$ cat src/hw/switch_reader_consts.svh
`ifndef SWITCH_READER_CONSTS_SVH
`define SWITCH_READER_CONSTS_SVH

// register byte offsets
`define OFF_CTRL      8'h00
`define OFF_SEL       8'h04
`define OFF_STATUS    8'h08
`define OFF_MASK      8'h0C
`define OFF_VALUE0    8'h10
`define OFF_VALUE1    8'h14
`define OFF_ERRCODE   8'h18
`define OFF_WORK0     8'h1C
`define OFF_WORK1     8'h20

// field positions
`define BIT_ENABLE    0
`define BIT_DONE      0
`define BIT_ERROR     1

// reset values
`define RST_ENABLE    1'b0
`define RST_SEL       16'h0001
`define RST_MASK      2'h0
`define RST_ERRCODE   16'h0000

// bank selector range and error code
`define SEL_ONE       16'h0001
`define SEL_TWO       16'h0002
`define ERR_RANGE     16'h200B

// timing: scan period derived from clock period
`define CLK_PERIOD_NS 5
`define SCAN_TIME_NS  1000
`define SCAN_CYCLES   (`SCAN_TIME_NS / `CLK_PERIOD_NS)

`endif

$ cat src/hw/switch_reader_pkg.sv
package switch_reader_pkg;

  typedef struct packed {
    logic        psel;
    logic        penable;
    logic        pwrite;
    logic [7:0]  paddr;
    logic [31:0] pwdata;
  } apb_req_t;

  typedef struct packed {
    logic [31:0] prdata;
    logic        pready;
    logic        pslverr;
  } apb_rsp_t;

  typedef enum logic [2:0] {
    ST_IDLE  = 3'b001,
    ST_SCAN  = 3'b010,
    ST_FAULT = 3'b100
  } scan_state_t;

endpackage : switch_reader_pkg

$ cat src/hw/multiplexed_switch_reader.sv
`include "switch_reader_consts.svh"
`timescale 1ns/100ps
`default_nettype none

module multiplexed_switch_reader #(
  parameter int unsigned SCAN_CYCLES = `SCAN_CYCLES
) (
  input  wire logic                          clk_i,
  input  wire logic                          rst_n_i,
  input  wire switch_reader_pkg::apb_req_t   apb_req_i,
  output var  switch_reader_pkg::apb_rsp_t   apb_rsp_o,
  input  wire logic [7:0]                    switch_input_base_i,
  output var  logic [3:0]                    strobe_output_base_o,
  output var  logic                          read_complete_flag_o,
  output var  logic                          operation_error_flag_o,
  output var  logic [15:0]                   error_code_word_o,
  output var  logic                          irq_o
);
  import switch_reader_pkg::*;

  localparam int unsigned BANKS = 2;

  function automatic logic [15:0] bcd_to_bin(input logic [15:0] d);
    bcd_to_bin = ({12'h000, d[15:12]} * 16'h03E8) + ({12'h000, d[11:8]} * 16'h0064)
               + ({12'h000, d[7:4]} * 16'h000A) + {12'h000, d[3:0]};
  endfunction : bcd_to_bin

  // scan group state
  scan_state_t  state;
  scan_state_t  next_state;
  logic [1:0]   step;
  logic [1:0]   next_step;
  logic [15:0]  div;
  logic [15:0]  next_div;
  logic [15:0]  digits      [BANKS];
  logic [15:0]  next_digits [BANKS];
  logic [15:0]  merged      [BANKS];
  logic [15:0]  conv        [BANKS];
  logic [15:0]  value       [BANKS];
  logic [15:0]  next_value  [BANKS];
  logic [3:0]   next_strobe;
  logic         next_complete;
  logic [15:0]  next_errcode;
  logic         done_event;
  logic         fault_event;
  logic         tick;

  // bus group state
  logic         ctrl_enable;
  logic         next_ctrl_enable;
  logic [15:0]  count_sel;
  logic [15:0]  next_count_sel;
  logic [1:0]   status;
  logic [1:0]   next_status;
  logic [1:0]   mask;
  logic [1:0]   next_mask;
  logic         next_irq;
  apb_rsp_t     next_rsp;
  logic         sel_valid;
  logic         access;
  logic         wr_take;
  logic         mapped;
  logic [31:0]  rd_data;

  assign tick      = (div == 16'(SCAN_CYCLES - 1));
  assign sel_valid = (count_sel == `SEL_ONE) || (count_sel == `SEL_TWO);

  // per-bank digit capture and conversion
  for (genvar b = 0; b < BANKS; b++)
  begin : g_bank
    always_comb
    begin
      merged[b] = digits[b];
      merged[b][{step, 2'b00} +: 4] = switch_input_base_i[b*4 +: 4];
    end
    assign conv[b] = bcd_to_bin(merged[b]);
  end

  always_comb
  begin
    next_state    = state;
    next_step     = step;
    next_div      = div;
    next_digits   = digits;
    next_value    = value;
    next_complete = read_complete_flag_o;
    next_errcode  = error_code_word_o;
    done_event    = 1'b0;
    fault_event   = 1'b0;
    unique case (state)
      ST_IDLE:
      begin
        // disabled: sequence restarts from the first strobe
        next_div  = 16'h0000;
        next_step = 2'h0;
        if (ctrl_enable && sel_valid)
        begin
          next_state = ST_SCAN;
        end
        else if (ctrl_enable)
        begin
          next_state   = ST_FAULT;
          fault_event  = 1'b1;
          next_errcode = `ERR_RANGE;
        end
      end
      ST_SCAN:
      begin
        if (!ctrl_enable)
        begin
          next_state    = ST_IDLE;
          next_complete = 1'b0;
        end
        else if (!sel_valid)
        begin
          next_state    = ST_FAULT;
          fault_event   = 1'b1;
          next_errcode  = `ERR_RANGE;
          next_complete = 1'b0;
        end
        else if (tick)
        begin
          next_div      = 16'h0000;
          next_complete = 1'b0;
          next_digits   = merged;
          next_step     = 2'(step + 2'h1);
          if (step == 2'h3)
          begin
            next_value[0] = conv[0];
            if (count_sel == `SEL_TWO)
            begin
              next_value[1] = conv[1];
            end
            next_complete = 1'b1;
            done_event    = 1'b1;
          end
        end
        else
        begin
          next_div = 16'(div + 16'h0001);
        end
      end
      ST_FAULT:
      begin
        if (!ctrl_enable)
        begin
          next_state = ST_IDLE;
        end
      end
    endcase
    next_strobe = (next_state == ST_SCAN) ? 4'(4'h1 << next_step) : 4'h0;
  end

  always_ff @(posedge clk_i or negedge rst_n_i)
  begin
    if (!rst_n_i)
    begin
      state                <= ST_IDLE;
      step                 <= 2'h0;
      div                  <= 16'h0000;
      digits[0]            <= 16'h0000;
      digits[1]            <= 16'h0000;
      value[0]             <= 16'h0000;
      value[1]             <= 16'h0000;
      strobe_output_base_o <= 4'h0;
      read_complete_flag_o <= 1'b0;
      error_code_word_o    <= `RST_ERRCODE;
    end
    else
    begin
      state                <= next_state;
      step                 <= next_step;
      div                  <= next_div;
      digits               <= next_digits;
      value                <= next_value;
      strobe_output_base_o <= next_strobe;
      read_complete_flag_o <= next_complete;
      error_code_word_o    <= next_errcode;
    end
  end

  // apb slave: one wait state, answer registered
  assign access  = apb_req_i.psel && apb_req_i.penable;
  assign wr_take = access && apb_req_i.pwrite && apb_rsp_o.pready;

  always_comb
  begin
    mapped  = 1'b1;
    rd_data = 32'h0000_0000;
    unique case (apb_req_i.paddr)
      `OFF_CTRL:    rd_data = {31'h0000_0000, ctrl_enable};
      `OFF_SEL:     rd_data = {16'h0000, count_sel};
      `OFF_STATUS:  rd_data = {30'h0000_0000, status};
      `OFF_MASK:    rd_data = {30'h0000_0000, mask};
      `OFF_VALUE0:  rd_data = {16'h0000, value[0]};
      `OFF_VALUE1:  rd_data = {16'h0000, value[1]};
      `OFF_ERRCODE: rd_data = {16'h0000, error_code_word_o};
      `OFF_WORK0:   rd_data = {13'h0, state, div};
      `OFF_WORK1:   rd_data = {digits[1], digits[0]};
      default:      mapped  = 1'b0;
    endcase
  end

  always_comb
  begin
    next_ctrl_enable = ctrl_enable;
    next_count_sel   = count_sel;
    next_mask        = mask;
    next_status      = status;
    next_rsp         = apb_rsp_o;
    next_rsp.pready  = access && !apb_rsp_o.pready;
    if (access && !apb_rsp_o.pready)
    begin
      next_rsp.prdata  = apb_req_i.pwrite ? 32'h0000_0000 : rd_data;
      next_rsp.pslverr = !mapped;
    end
    else if (!access)
    begin
      next_rsp.pslverr = 1'b0;
    end
    // value, code and work words ignore writes
    if (wr_take)
    begin
      unique case (apb_req_i.paddr)
        `OFF_CTRL:   next_ctrl_enable = apb_req_i.pwdata[`BIT_ENABLE];
        `OFF_SEL:    next_count_sel   = apb_req_i.pwdata[15:0];
        `OFF_STATUS: next_status      = status & ~apb_req_i.pwdata[1:0];
        `OFF_MASK:   next_mask        = apb_req_i.pwdata[1:0];
        default:     next_status      = status;
      endcase
    end
    // hardware set wins over a same-cycle clear
    next_status[`BIT_DONE]  = next_status[`BIT_DONE] | done_event;
    next_status[`BIT_ERROR] = next_status[`BIT_ERROR] | fault_event;
    next_irq = |(next_status & next_mask);
  end

  always_ff @(posedge clk_i or negedge rst_n_i)
  begin
    if (!rst_n_i)
    begin
      ctrl_enable            <= `RST_ENABLE;
      count_sel              <= `RST_SEL;
      status                 <= 2'h0;
      mask                   <= `RST_MASK;
      apb_rsp_o              <= '0;
      irq_o                  <= 1'b0;
      operation_error_flag_o <= 1'b0;
    end
    else
    begin
      ctrl_enable            <= next_ctrl_enable;
      count_sel              <= next_count_sel;
      status                 <= next_status;
      mask                   <= next_mask;
      apb_rsp_o              <= next_rsp;
      irq_o                  <= next_irq;
      operation_error_flag_o <= next_status[`BIT_ERROR];
    end
  end
endmodule : multiplexed_switch_reader

`default_nettype wire

$ cat config.mk
export PLATFORM = sky130hd
export DESIGN_NAME = multiplexed_switch_reader
export DESIGN_NICKNAME = d
export VERILOG_FILES = /design/src/hw/switch_reader_pkg.sv /design/src/hw/multiplexed_switch_reader.sv
export VERILOG_INCLUDE_DIRS = /design/src /design/src/hw
export SDC_FILE = /design/constraint.sdc
export NUM_CORES = 1
export LEC_CHECK = 0
export ABC_AREA = 1
export ABC_CLOCK_PERIOD_IN_PS = 5900
export BUFFER_PORTS_ARGS = -buffer_cell sky130_fd_sc_hd__buf_4
export CAP_MARGIN = 20
export CORE_UTILIZATION = 45
export CTS_CLUSTER_SIZE = 30
export DETAILED_ROUTE_END_ITERATION = 6
export PLACE_DENSITY = 0.65
export SYNTH_ARGS = -nofsm -noshare
export SYNTH_HDL_FRONTEND = slang
export SYNTH_SLANG_ARGS = --single-unit
$ cat constraint.sdc
create_clock -name clk_i -period 5.9 [get_ports clk_i]
set_input_delay 0.59 -clock clk_i [delete_from_list [all_inputs] [get_ports clk_i]]
set_output_delay 0.59 -clock clk_i [all_outputs]
set_load 0.01 [all_outputs]
[Word level (Yosys, flattened, before mapping)]
Cells that the tools add are included.
Operators by class
  add/subtract/negate cells: 9
  multipliers: 6
  div/mod/pow operators: 0
  order comparisons: 0
  equal/unequal tests: 23
  shift-type cells: 4
  mux-type cells: 44
  bitwise logic cells: 5
  reduce and logical (&&, ||, !) cells: 20
Operators with widths (number)
  32-bit case mux with 9 select lines: 1
  16-bit 2-to-1 mux: 7
  16-bit case mux with 2 select lines: 2
  15-bit by 8-bit adder with 16-bit output: 2
  16-bit by 4-bit adder with 16-bit output: 2
  16-bit bitwise mux: 2
  8-bit by 5-bit == test with 1-bit output (second input constant): 4
  32-bit 2-to-1 mux: 1
  4-bit by 6-bit indexed part select with 16-bit output: 2
  14-bit by 11-bit adder with 15-bit output: 2
  4-bit by 7-bit multiplier with 11-bit output (second input constant): 2
  4-bit by 5-bit multiplier with 9-bit output (second input constant): 2
  16-bit by 1-bit adder with 16-bit output (second input constant): 1
  16-bit by 1-bit == test with 1-bit output (second input constant): 1
  16-bit by 2-bit == test with 1-bit output (second input constant): 1
  16-bit by 8-bit == test with 1-bit output (second input constant): 1
  8-bit by 4-bit == test with 1-bit output (second input constant): 2
  4-bit by 6-bit variable shift with 16-bit output (first input constant): 1
  1-bit 2-to-1 mux: 15
  3-bit 2-to-1 mux: 5
  4-bit by 3-bit multiplier with 7-bit output (second input constant): 2
  2-bit 2-to-1 mux: 7
  2-bit != test (second input constant): 6
  5-bit AND reduction: 2
  other kinds (28): 38
Storage, ports and cells
  bits in registers: 163
  latch bits: 0
  RAM bits: 0
  bits in read-only memories: 0
  input port bits: 53
  output and inout port bits: 57
  logic and storage cells: 130
  memories kept: 0

[Longest topological paths before layout]
Gate-level depths: netlist (run 1).
  word-level depth: 9
  gate-level depth with buffers: 30

[Worst setup path before layout (run 1)]
No wires, ideal clock.
  path kind: reg2reg
  start point: register step[0]
  end point: register value[13] (netlist name)
  setup time: 0.117 ns
  arrival: 5.361 ns
  slack: 0.421 ns
  cell stages (with the launch flop): 28
  clock period less this slack: 5.479 ns
  cells stage by stage: dfrtp_1 -> clkinv_1 -> ha_1 -> clkbuf_1 -> nor2_1 -> inv_1 -> nor2_1 -> inv_1 -> o22ai_1 -> fa_1 -> fa_1 -> ha_1 -> inv_1 -> o21bai_1 -> a31oi_1 -> or2_2 -> nand2_1 -> inv_1 -> ha_1 -> ha_1 -> ha_1 -> nand2_1 -> nor3_1 -> nand3_1 -> nand3_1 -> nand3_1 -> nand3_1 -> nand2_1
RTL lines
  start: declaration: RTL line multiplexed_switch_reader.sv:31  | logic [1:0] step;
  start signal: assignment: RTL line multiplexed_switch_reader.sv:172  | step <= next_step;
  end signal: assignment: RTL line multiplexed_switch_reader.sv:175  | value <= next_value;
  end: declaration: RTL line multiplexed_switch_reader.sv:39  | logic [15:0] value [BANKS];

==> reports/qor.csv, run 1 <==
stage,metric,value,unit
run_status,status,finished clean,
die,die_h,156.4,µm
clocking,cts_htree_levels,4,
global_routing,grt_max_degree,107,
logic_synthesis,syn_area,10730,µm²
logic_synthesis,synth_ff_type,dfrtp_1,
logic_synthesis,synth_seq_cells,145,
die,dieArea,24450,µm²
timing,period_minus_slack,5.558,ns
place,dpl.hpwl,21920,µm
timing,finalHoldViolCount,0,
logic_synthesis,synthTopCellsByCount,"nand2_1, inv_1, dfrtp_1",
timing,setup_violations,0,
timing,rsz0062_at_grt,no,
die,coreArea,23400,µm²
clocking,clk_pin_slew,0.06,ns
global_routing,grt_use_total,24.23,%
clocking,root_buffer,clkbuf_16,
route,num_vias,9271,
setup_path,crit_type,reg2reg,
logic_synthesis,syn_avg_cell_area,7.945,µm²
place,io_buffers,81,
route,ant_nets,0,
cells_and_area,finalNetCount,1624,
setup_path,critPathMaxFanout,7,
setup_path,rr_worst_depth,25,
clocking,cts-resized-gates,0,
logic_synthesis,synth.most_common_cell,nand2_1,
route,routed_wl,28250,µm
logic_synthesis,yosys.area.top_type_share,33.36,%
min_path,min_path_type,in2async,
place,gp_congestion,0.9849,
timing,relSlewSlack,31.48,%
logic_synthesis,seq_area_frac_synth,33.85,%
clocking,tritoncts,done,
setup_path,reg2reg_from,step[0]$_DFF_PN0_,
setup_path,arrival,5.89,ns
cells_and_area,area_delta_synth_final,14.69,%
power,pwr-share-clk,50.3,%
global_routing,antenna_found_initial,0,
die,ios,110,
route,detail_route.wl_per_cell,16.06,µm
clocking,post_cts_buffers,0,
logic_synthesis,yosys_warnings,0,
global_routing,grt_pass1_wl,46010,µm
logic_synthesis,synth.distinct_cells,51,
timing,fin_skew,0.007224,ns
route,drt_iter0_drc,660,
power,p_leak,0.006430,µW
timing,slew_viol_final,0,
die,rows,56,
setup_path,crit_path_start_kind,flop,
cells_and_area,n_antenna_cell,0,
route,drt-vias-per-instance,5.271,
clocking,hold_buffers,0,
clocking,clock_path_buffers,2,
power,swShare,24.31,%
power,vdd_drop_max,0.0002017,V
power,p_int,1877,µW
route,firstDrtPassIters,5,
clocking,clk_latency,0.44,ns
timing,fmax,179.9,MHz
cells_and_area,fin_cells,1759,
setup_path,critical_path.startpoint,step[0]$_DFF_PN0_,
power,power_frac_comb,8.3,%
power,switchingPower,602.7,µW
logic_synthesis,synth_edf_count,0,
timing,final.setup.tns,0,ns
timing,tightest_slew,1.022,ns
cells_and_area,fin_area,12300,µm²
logic_synthesis,synthesis.instances,1350,
place,dp.cells,1726,
setup_path,worst-r2r-setup-slack,0.34,ns
die,die_x,156.4,µm
setup_path,critPathCaptureType,flop,
die,start_util,45.83,%
place,placed_cell_area,11560,µm²
clocking,clock_sinks,145,
power,totalPowerFinal,2480,µW
setup_path,crit_required,6.23,ns
power,pwr-share-seq,41.3,%
global_routing,grt_pass1_vias,8925,
setup_path,crit_path_end,value[13]$_DFFE_PN0P_,
global_routing,gr-total-overflow,0,
setup_path,worst_r2r_endpoint,value[13]$_DFFE_PN0P_,
clocking,cts_buffers,17,
timing,finalCritPeriodShare,94.21,%
logic_synthesis,async_flop_share,100.0,%
power,pwr_density_cell,201.6,nW/µm²
logic_synthesis,post-synth-top-area-cell,dfrtp_1,
logic_synthesis,synth.area.top_cells,"dfrtp_1, ha_1, nand2_1",
cells_and_area,drive_gt1_share,11.60,%
route,drc_errors,0,
job,max_cap_violations,0,
-- layout make-up --
| cell class | instances | area (µm²) |
|---|---|---|
| fill | 2260 | 11100 |
| multi-input combinational | 933 | 5969 |
| sequential | 145 | 3631 |
| inverter | 235 | 887.1 |
| timing repair buffer | 95 | 737.0 |
| clock buffer | 20 | 446.7 |
| tap | 319 | 399.1 |
| clock inverter | 12 | 230.2 |
-- logic make-up (layout without fill, tap and decap cells) --
logic type,after synthesis,count (layout),share of synthesized area [%]
multiplexers,3,3,0.4199
AO/OA/AOI/OAI,243,243,12.59
flip-flops,145,145,33.85
other,1,12,0.03496
XOR/XNOR,32,32,2.613
buffers and inverters,283,362,11.15
AND/OR/NAND/NOR,499,499,20.16
adder cells (fa/ha/maj),144,144,19.18
-- metal layers --
metal  GRT usage, %  part of all wire [%]
met1          32.72                    46
met2          39.67                    47
met3          3.074                   4.4
met4          9.104                   2.6
met5              0                     0
-- worst min-delay path by stage --
stage | startpoint | to | slack (ns) | cells after the start
after global placement | apb_rsp_o[1]$_DFF_PN0_ | apb_rsp_o[1]$_DFF_PN0_ | 0.47 | 1
after floorplan | rst_n_i | apb_rsp_o[0]$_DFFE_PN0P_ | 0.29 | 0
after detailed placement | apb_rsp_o[5]$_DFFE_PN0P_ | apb_rsp_o[5]$_DFFE_PN0P_ | 0.47 | 2
after CTS | rst_n_i | irq_o$_DFF_PN0_ | 0.34 | 1
after global routing | apb_req_i[3] | count_sel[3]$_DFFE_PN0P_ | 0.38 | 2
final | rst_n_i | apb_rsp_o[1]$_DFF_PN0_ | 0.29 | 1
-- critical path: stages (launching register included) --
cell        delay, ns
dfrtp_1          0.40
clkinvlp_4       0.20
ha_1             0.38
nor2_1           0.20
nand3_1          0.20
nand2_2          0.16
inv_1            0.12
fa_1             0.62
fa_1             0.46
ha_1             0.31
inv_1            0.08
o21bai_1         0.14
a31oi_1          0.09
or2_2            0.29
nand2_1          0.06
inv_1            0.04
ha_1             0.28
ha_1             0.30
ha_1             0.38
nand2_1          0.10
nor3_1           0.20
nand3_1          0.10
nand3_1          0.11
nand3_1          0.09
nand3_1          0.09
nand2_1          0.05
-- power by group through the flow --
stage,combinational (µW),clock [µW],sequential (µW)
after floorplan,151,0,1040
final,207,1250,1020
after detailed placement,205,0,1040
after CTS,206,1260,1020
after global routing,232,1290,1030
after global placement,204,0,1040
-- flip-flops by register name (all words and copies together) (netlist names) --
signal                  count
irq_o                       1
ctrl_enable                 1
operation_error_flag_o      1
count_sel                  16
mask                        2
state                       3
step                        2
digits                     32
div                        16
strobe_output_base_o        4
status                      1
apb_rsp_o                  34
error_code_word_o           1
read_complete_flag_o        1
value                      30
-- layout by cell type, fill, tap and decap left out, types with 6 or more instances in the layout --
| cell | count |
|---|---|
| a21oi_1 | 55 |
| o21ai_1 | 17 |
| o21ai_0 | 91 |
| xnor2_1 | 8 |
| nand3_1 | 74 |
| xor2_1 | 24 |
| ha_1 | 109 |
| clkbuf_16 | 17 |
| nand2_1 | 263 |
| nand4_1 | 20 |
| conb_1 | 12 |
| inv_1 | 225 |
| o22ai_1 | 48 |
| a31oi_1 | 7 |
| buf_4 | 93 |
| inv_2 | 7 |
| nor2_1 | 92 |
| nor3_1 | 24 |
| dfrtp_1 | 143 |
| fa_1 | 34 |
| bufinv_16 | 6 |
-- through the flow --
step | setup WS, ns | utilization [%] | hold slack, ns
floorplan | 0.4214 | - | 0.2944
global placement | 0.3743 | 49.41 | 0.4650
detailed placement | 0.2549 | 49.41 | 0.4689
CTS | 0.2363 | 52.30 | 0.3384
global route | 0.03059 | 52.56 | 0.3796
finish | 0.3418 | 52.56 | 0.2899
Power figures use the tool's default switching activity.
==> run 2, diff against run 1 <==
--- a/config.mk
+++ b/config.mk
@@ -10,7 +10,9 @@
 export ABC_CLOCK_PERIOD_IN_PS = 5900
 export BUFFER_PORTS_ARGS = -buffer_cell sky130_fd_sc_hd__buf_4
 export CAP_MARGIN = 20
+export CORE_MARGIN = 2
 export CORE_UTILIZATION = 45
+export CTS_CLUSTER_DIAMETER = 60
 export CTS_CLUSTER_SIZE = 30
 export DETAILED_ROUTE_END_ITERATION = 6
 export PLACE_DENSITY = 0.65
==> reports/qor.csv, run 2 (synthesis gave the netlist of run 1 again) <==
stage,metric,value,unit,change
run_status,status,finished clean,,unchanged
die,ios,110,,unchanged
clocking,clock_sinks,145,,unchanged
timing,finalCritPeriodShare,94.47,%,was 94.21%
clocking,hold_buffers,0,,unchanged
place,gp_congestion,0.9293,,was 0.9849
power,vdd_drop_max,0.0001943,V,was 0.0002017 V
clocking,clk_latency,0.44,ns,about the same
route,num_vias,9154,,"was 9,271"
clocking,cts_htree_levels,4,,unchanged
setup_path,critical_path.startpoint,step[0]$_DFF_PN0_,,unchanged
job,max_cap_violations,0,,unchanged
die,coreArea,23400,µm²,unchanged
route,drt-vias-per-instance,5.207,,was 5.271
global_routing,grt_use_total,23.20,%,was 24.23%
setup_path,crit_path_end,value[13]$_DFFE_PN0P_,,unchanged
place,io_buffers,81,,unchanged
timing,fin_skew,0.008909,ns,was 0.007224 ns
timing,slew_viol_final,0,,unchanged
cells_and_area,area_delta_synth_final,13.30,%,was 14.69%
clocking,root_buffer,clkbuf_16,,unchanged
route,drc_errors,0,,unchanged
power,p_leak,0.006360,µW,was 0.006430 µW
setup_path,worst_r2r_endpoint,value[13]$_DFFE_PN0P_,,unchanged
global_routing,grt_max_degree,89,,was 107
timing,rsz0062_at_grt,no,,unchanged
global_routing,grt_pass1_vias,8646,,"was 8,925"
clocking,clock_path_buffers,2,,unchanged
route,firstDrtPassIters,5,,unchanged
clocking,tritoncts,done,,unchanged
cells_and_area,fillCellCount,2262,,"was 2,260"
timing,setup_violations,0,,unchanged
setup_path,crit_required,6.22,ns,was 6.23 ns
cells_and_area,reg_top3,"apb_rsp_o x34, digits x32, value x30",,unchanged
place,dpl.hpwl,21730,µm,"was 21,920 µm"
die,start_util,45.83,%,unchanged
clocking,clk_pin_slew,0.07,ns,was 0.06 ns
route,routed_wl,27910,µm,"was 28,250 µm"
clocking,cts_buffers,17,,unchanged
setup_path,worst-r2r-setup-slack,0.33,ns,was 0.34 ns
die,rows,56,,unchanged
setup_path,arrival,5.90,ns,was 5.89 ns
timing,period_minus_slack,5.574,ns,was 5.558 ns
setup_path,critPathMaxFanout,7,,unchanged
timing,relSlewSlack,33.51,%,was 31.48%
route,ant_nets,0,,unchanged
timing,fmax,179.4,MHz,was 179.9 MHz
setup_path,crit_path_start_kind,flop,,unchanged
route,detail_route.wl_per_cell,15.88,µm,was 16.06 µm
cells_and_area,drive_gt1_share,11.47,%,was 11.60%
min_path,min_path_type,in2async,,unchanged
setup_path,rr_worst_depth,25,,unchanged
global_routing,grt_pass1_wl,45110,µm,"was 46,010 µm"
cells_and_area,top_register,apb_rsp_o,,unchanged
timing,tightest_slew,0.9920,ns,was 1.022 ns
global_routing,antenna_found_initial,0,,unchanged
die,die_x,158.4,µm,was 156.4 µm
route,drt_iter0_drc,682,,was 660
setup_path,reg2reg_from,step[0]$_DFF_PN0_,,unchanged
cells_and_area,n_antenna_cell,0,,unchanged
timing,holdWs,0.2191,ns,was 0.2899 ns
timing,finalHoldViolCount,0,,unchanged
global_routing,gr-total-overflow,0,,unchanged
setup_path,critPathCaptureType,flop,,unchanged
setup_path,crit_type,reg2reg,,unchanged
cells_and_area,largest_reg_flops,34,,unchanged
die,die_h,158.4,µm,was 156.4 µm
cells_and_area,final_cell_mix,"nand2_1, inv_1, dfrtp_1, ha_1, buf_4",,unchanged
cells_and_area,final_common_cell,nand2_1,,unchanged
die,dieArea,25080,µm²,"was 24,450 µm²"
timing,final.setup.tns,0,ns,unchanged
cells_and_area,finalNetCount,1623,,"was 1,624"
power,pwr_density_cell,189.3,nW/µm²,was 201.6 nW/µm²
run 2: per-stage QoR:
stage                     instance area [µm²]  total power [µW]  utilization, %  setup slack, ns  std cells
final                                   12150              2300           51.92           0.3260       1758
after global routing                    12150              2387           51.92         0.007172       1758
after CTS                               12140              2312           51.86           0.2368       1758
after detailed placement                11560              1246           49.41           0.2936       1726
after global placement                  11560              1247           49.41           0.3194       1726
after floorplan                         10770              1189               -           0.4214       1361
run 2: critical path, cell delays in order (launching register included):
cell	delay (ns)
dfrtp_1	0.40
clkinvlp_4	0.20
ha_1	0.39
nor2_1	0.18
nand3_1	0.18
nand2_1	0.19
inv_1	0.13
fa_1	0.61
fa_1	0.46
ha_1	0.32
inv_1	0.08
o21bai_1	0.14
a31oi_1	0.07
or2_2	0.29
nand2_1	0.06
inv_1	0.04
ha_1	0.28
ha_1	0.29
ha_1	0.38
nand2_1	0.09
nor3_1	0.21
nand3_1	0.11
nand3_1	0.12
nand3_1	0.08
nand3_1	0.10
nand2_1	0.05
run 2: layer usage:
| layer | vias up | GRT usage [%] | wire (µm) |
|---|---|---|---|
| met5 | - | 0 | 0 |
| met4 | 0 | 9.095 | 918 |
| met3 | 62 | 3.212 | 1264 |
| met2 | 268 | 36.44 | 12880 |
| met1 | 4289 | 32.50 | 12850 |
| li1 | 4535 | - | - |
run 2: where the power goes:
group	total [µW]	internal [µW]	switching, µW	leakage, µW
Sequential	1020	1010	15.3	0.00165
Clock	1070	593	478	0.000272
Combinational	205	59.2	146	0.00444
run 2: area by class of cell:
cell class              count  area, µm²  share of cell area, %
multi-input cells         933       5951                  48.97
flip-flops and latches    145       3631                  29.88
inverters                 235      887.1                  7.300
repair buffers             94      709.4                  5.838
clock buffers              17      425.4                  3.501
well taps                 319      399.1                  3.285
clock inverters            15      148.9                  1.225
run 2: repair_timing:
item                       in CTS  in global routing
setup buffers                   0                  0
hold endpoints to repair        0                  0
resized for setup               0                  5
setup endpoints to repair       0                  4
run 2: worst min path at each step:
| stage | from | cells past startpoint | end |
|---|---|---|---|
| after floorplan | rst_n_i | 0 | apb_rsp_o[0]$_DFFE_PN0P_ |
| after global placement | digits[19]$_DFFE_PN0P_ | 2 | digits[19]$_DFFE_PN0P_ |
| after detailed placement | apb_rsp_o[33]$_DFFE_PN0P_ | 2 | apb_rsp_o[33]$_DFFE_PN0P_ |
| after CTS | rst_n_i | 1 | irq_o$_DFF_PN0_ |
| after global routing | rst_n_i | 1 | apb_rsp_o[3]$_DFFE_PN0P_ |
| final | rst_n_i | 1 | mask[1]$_DFF_PN0_ |
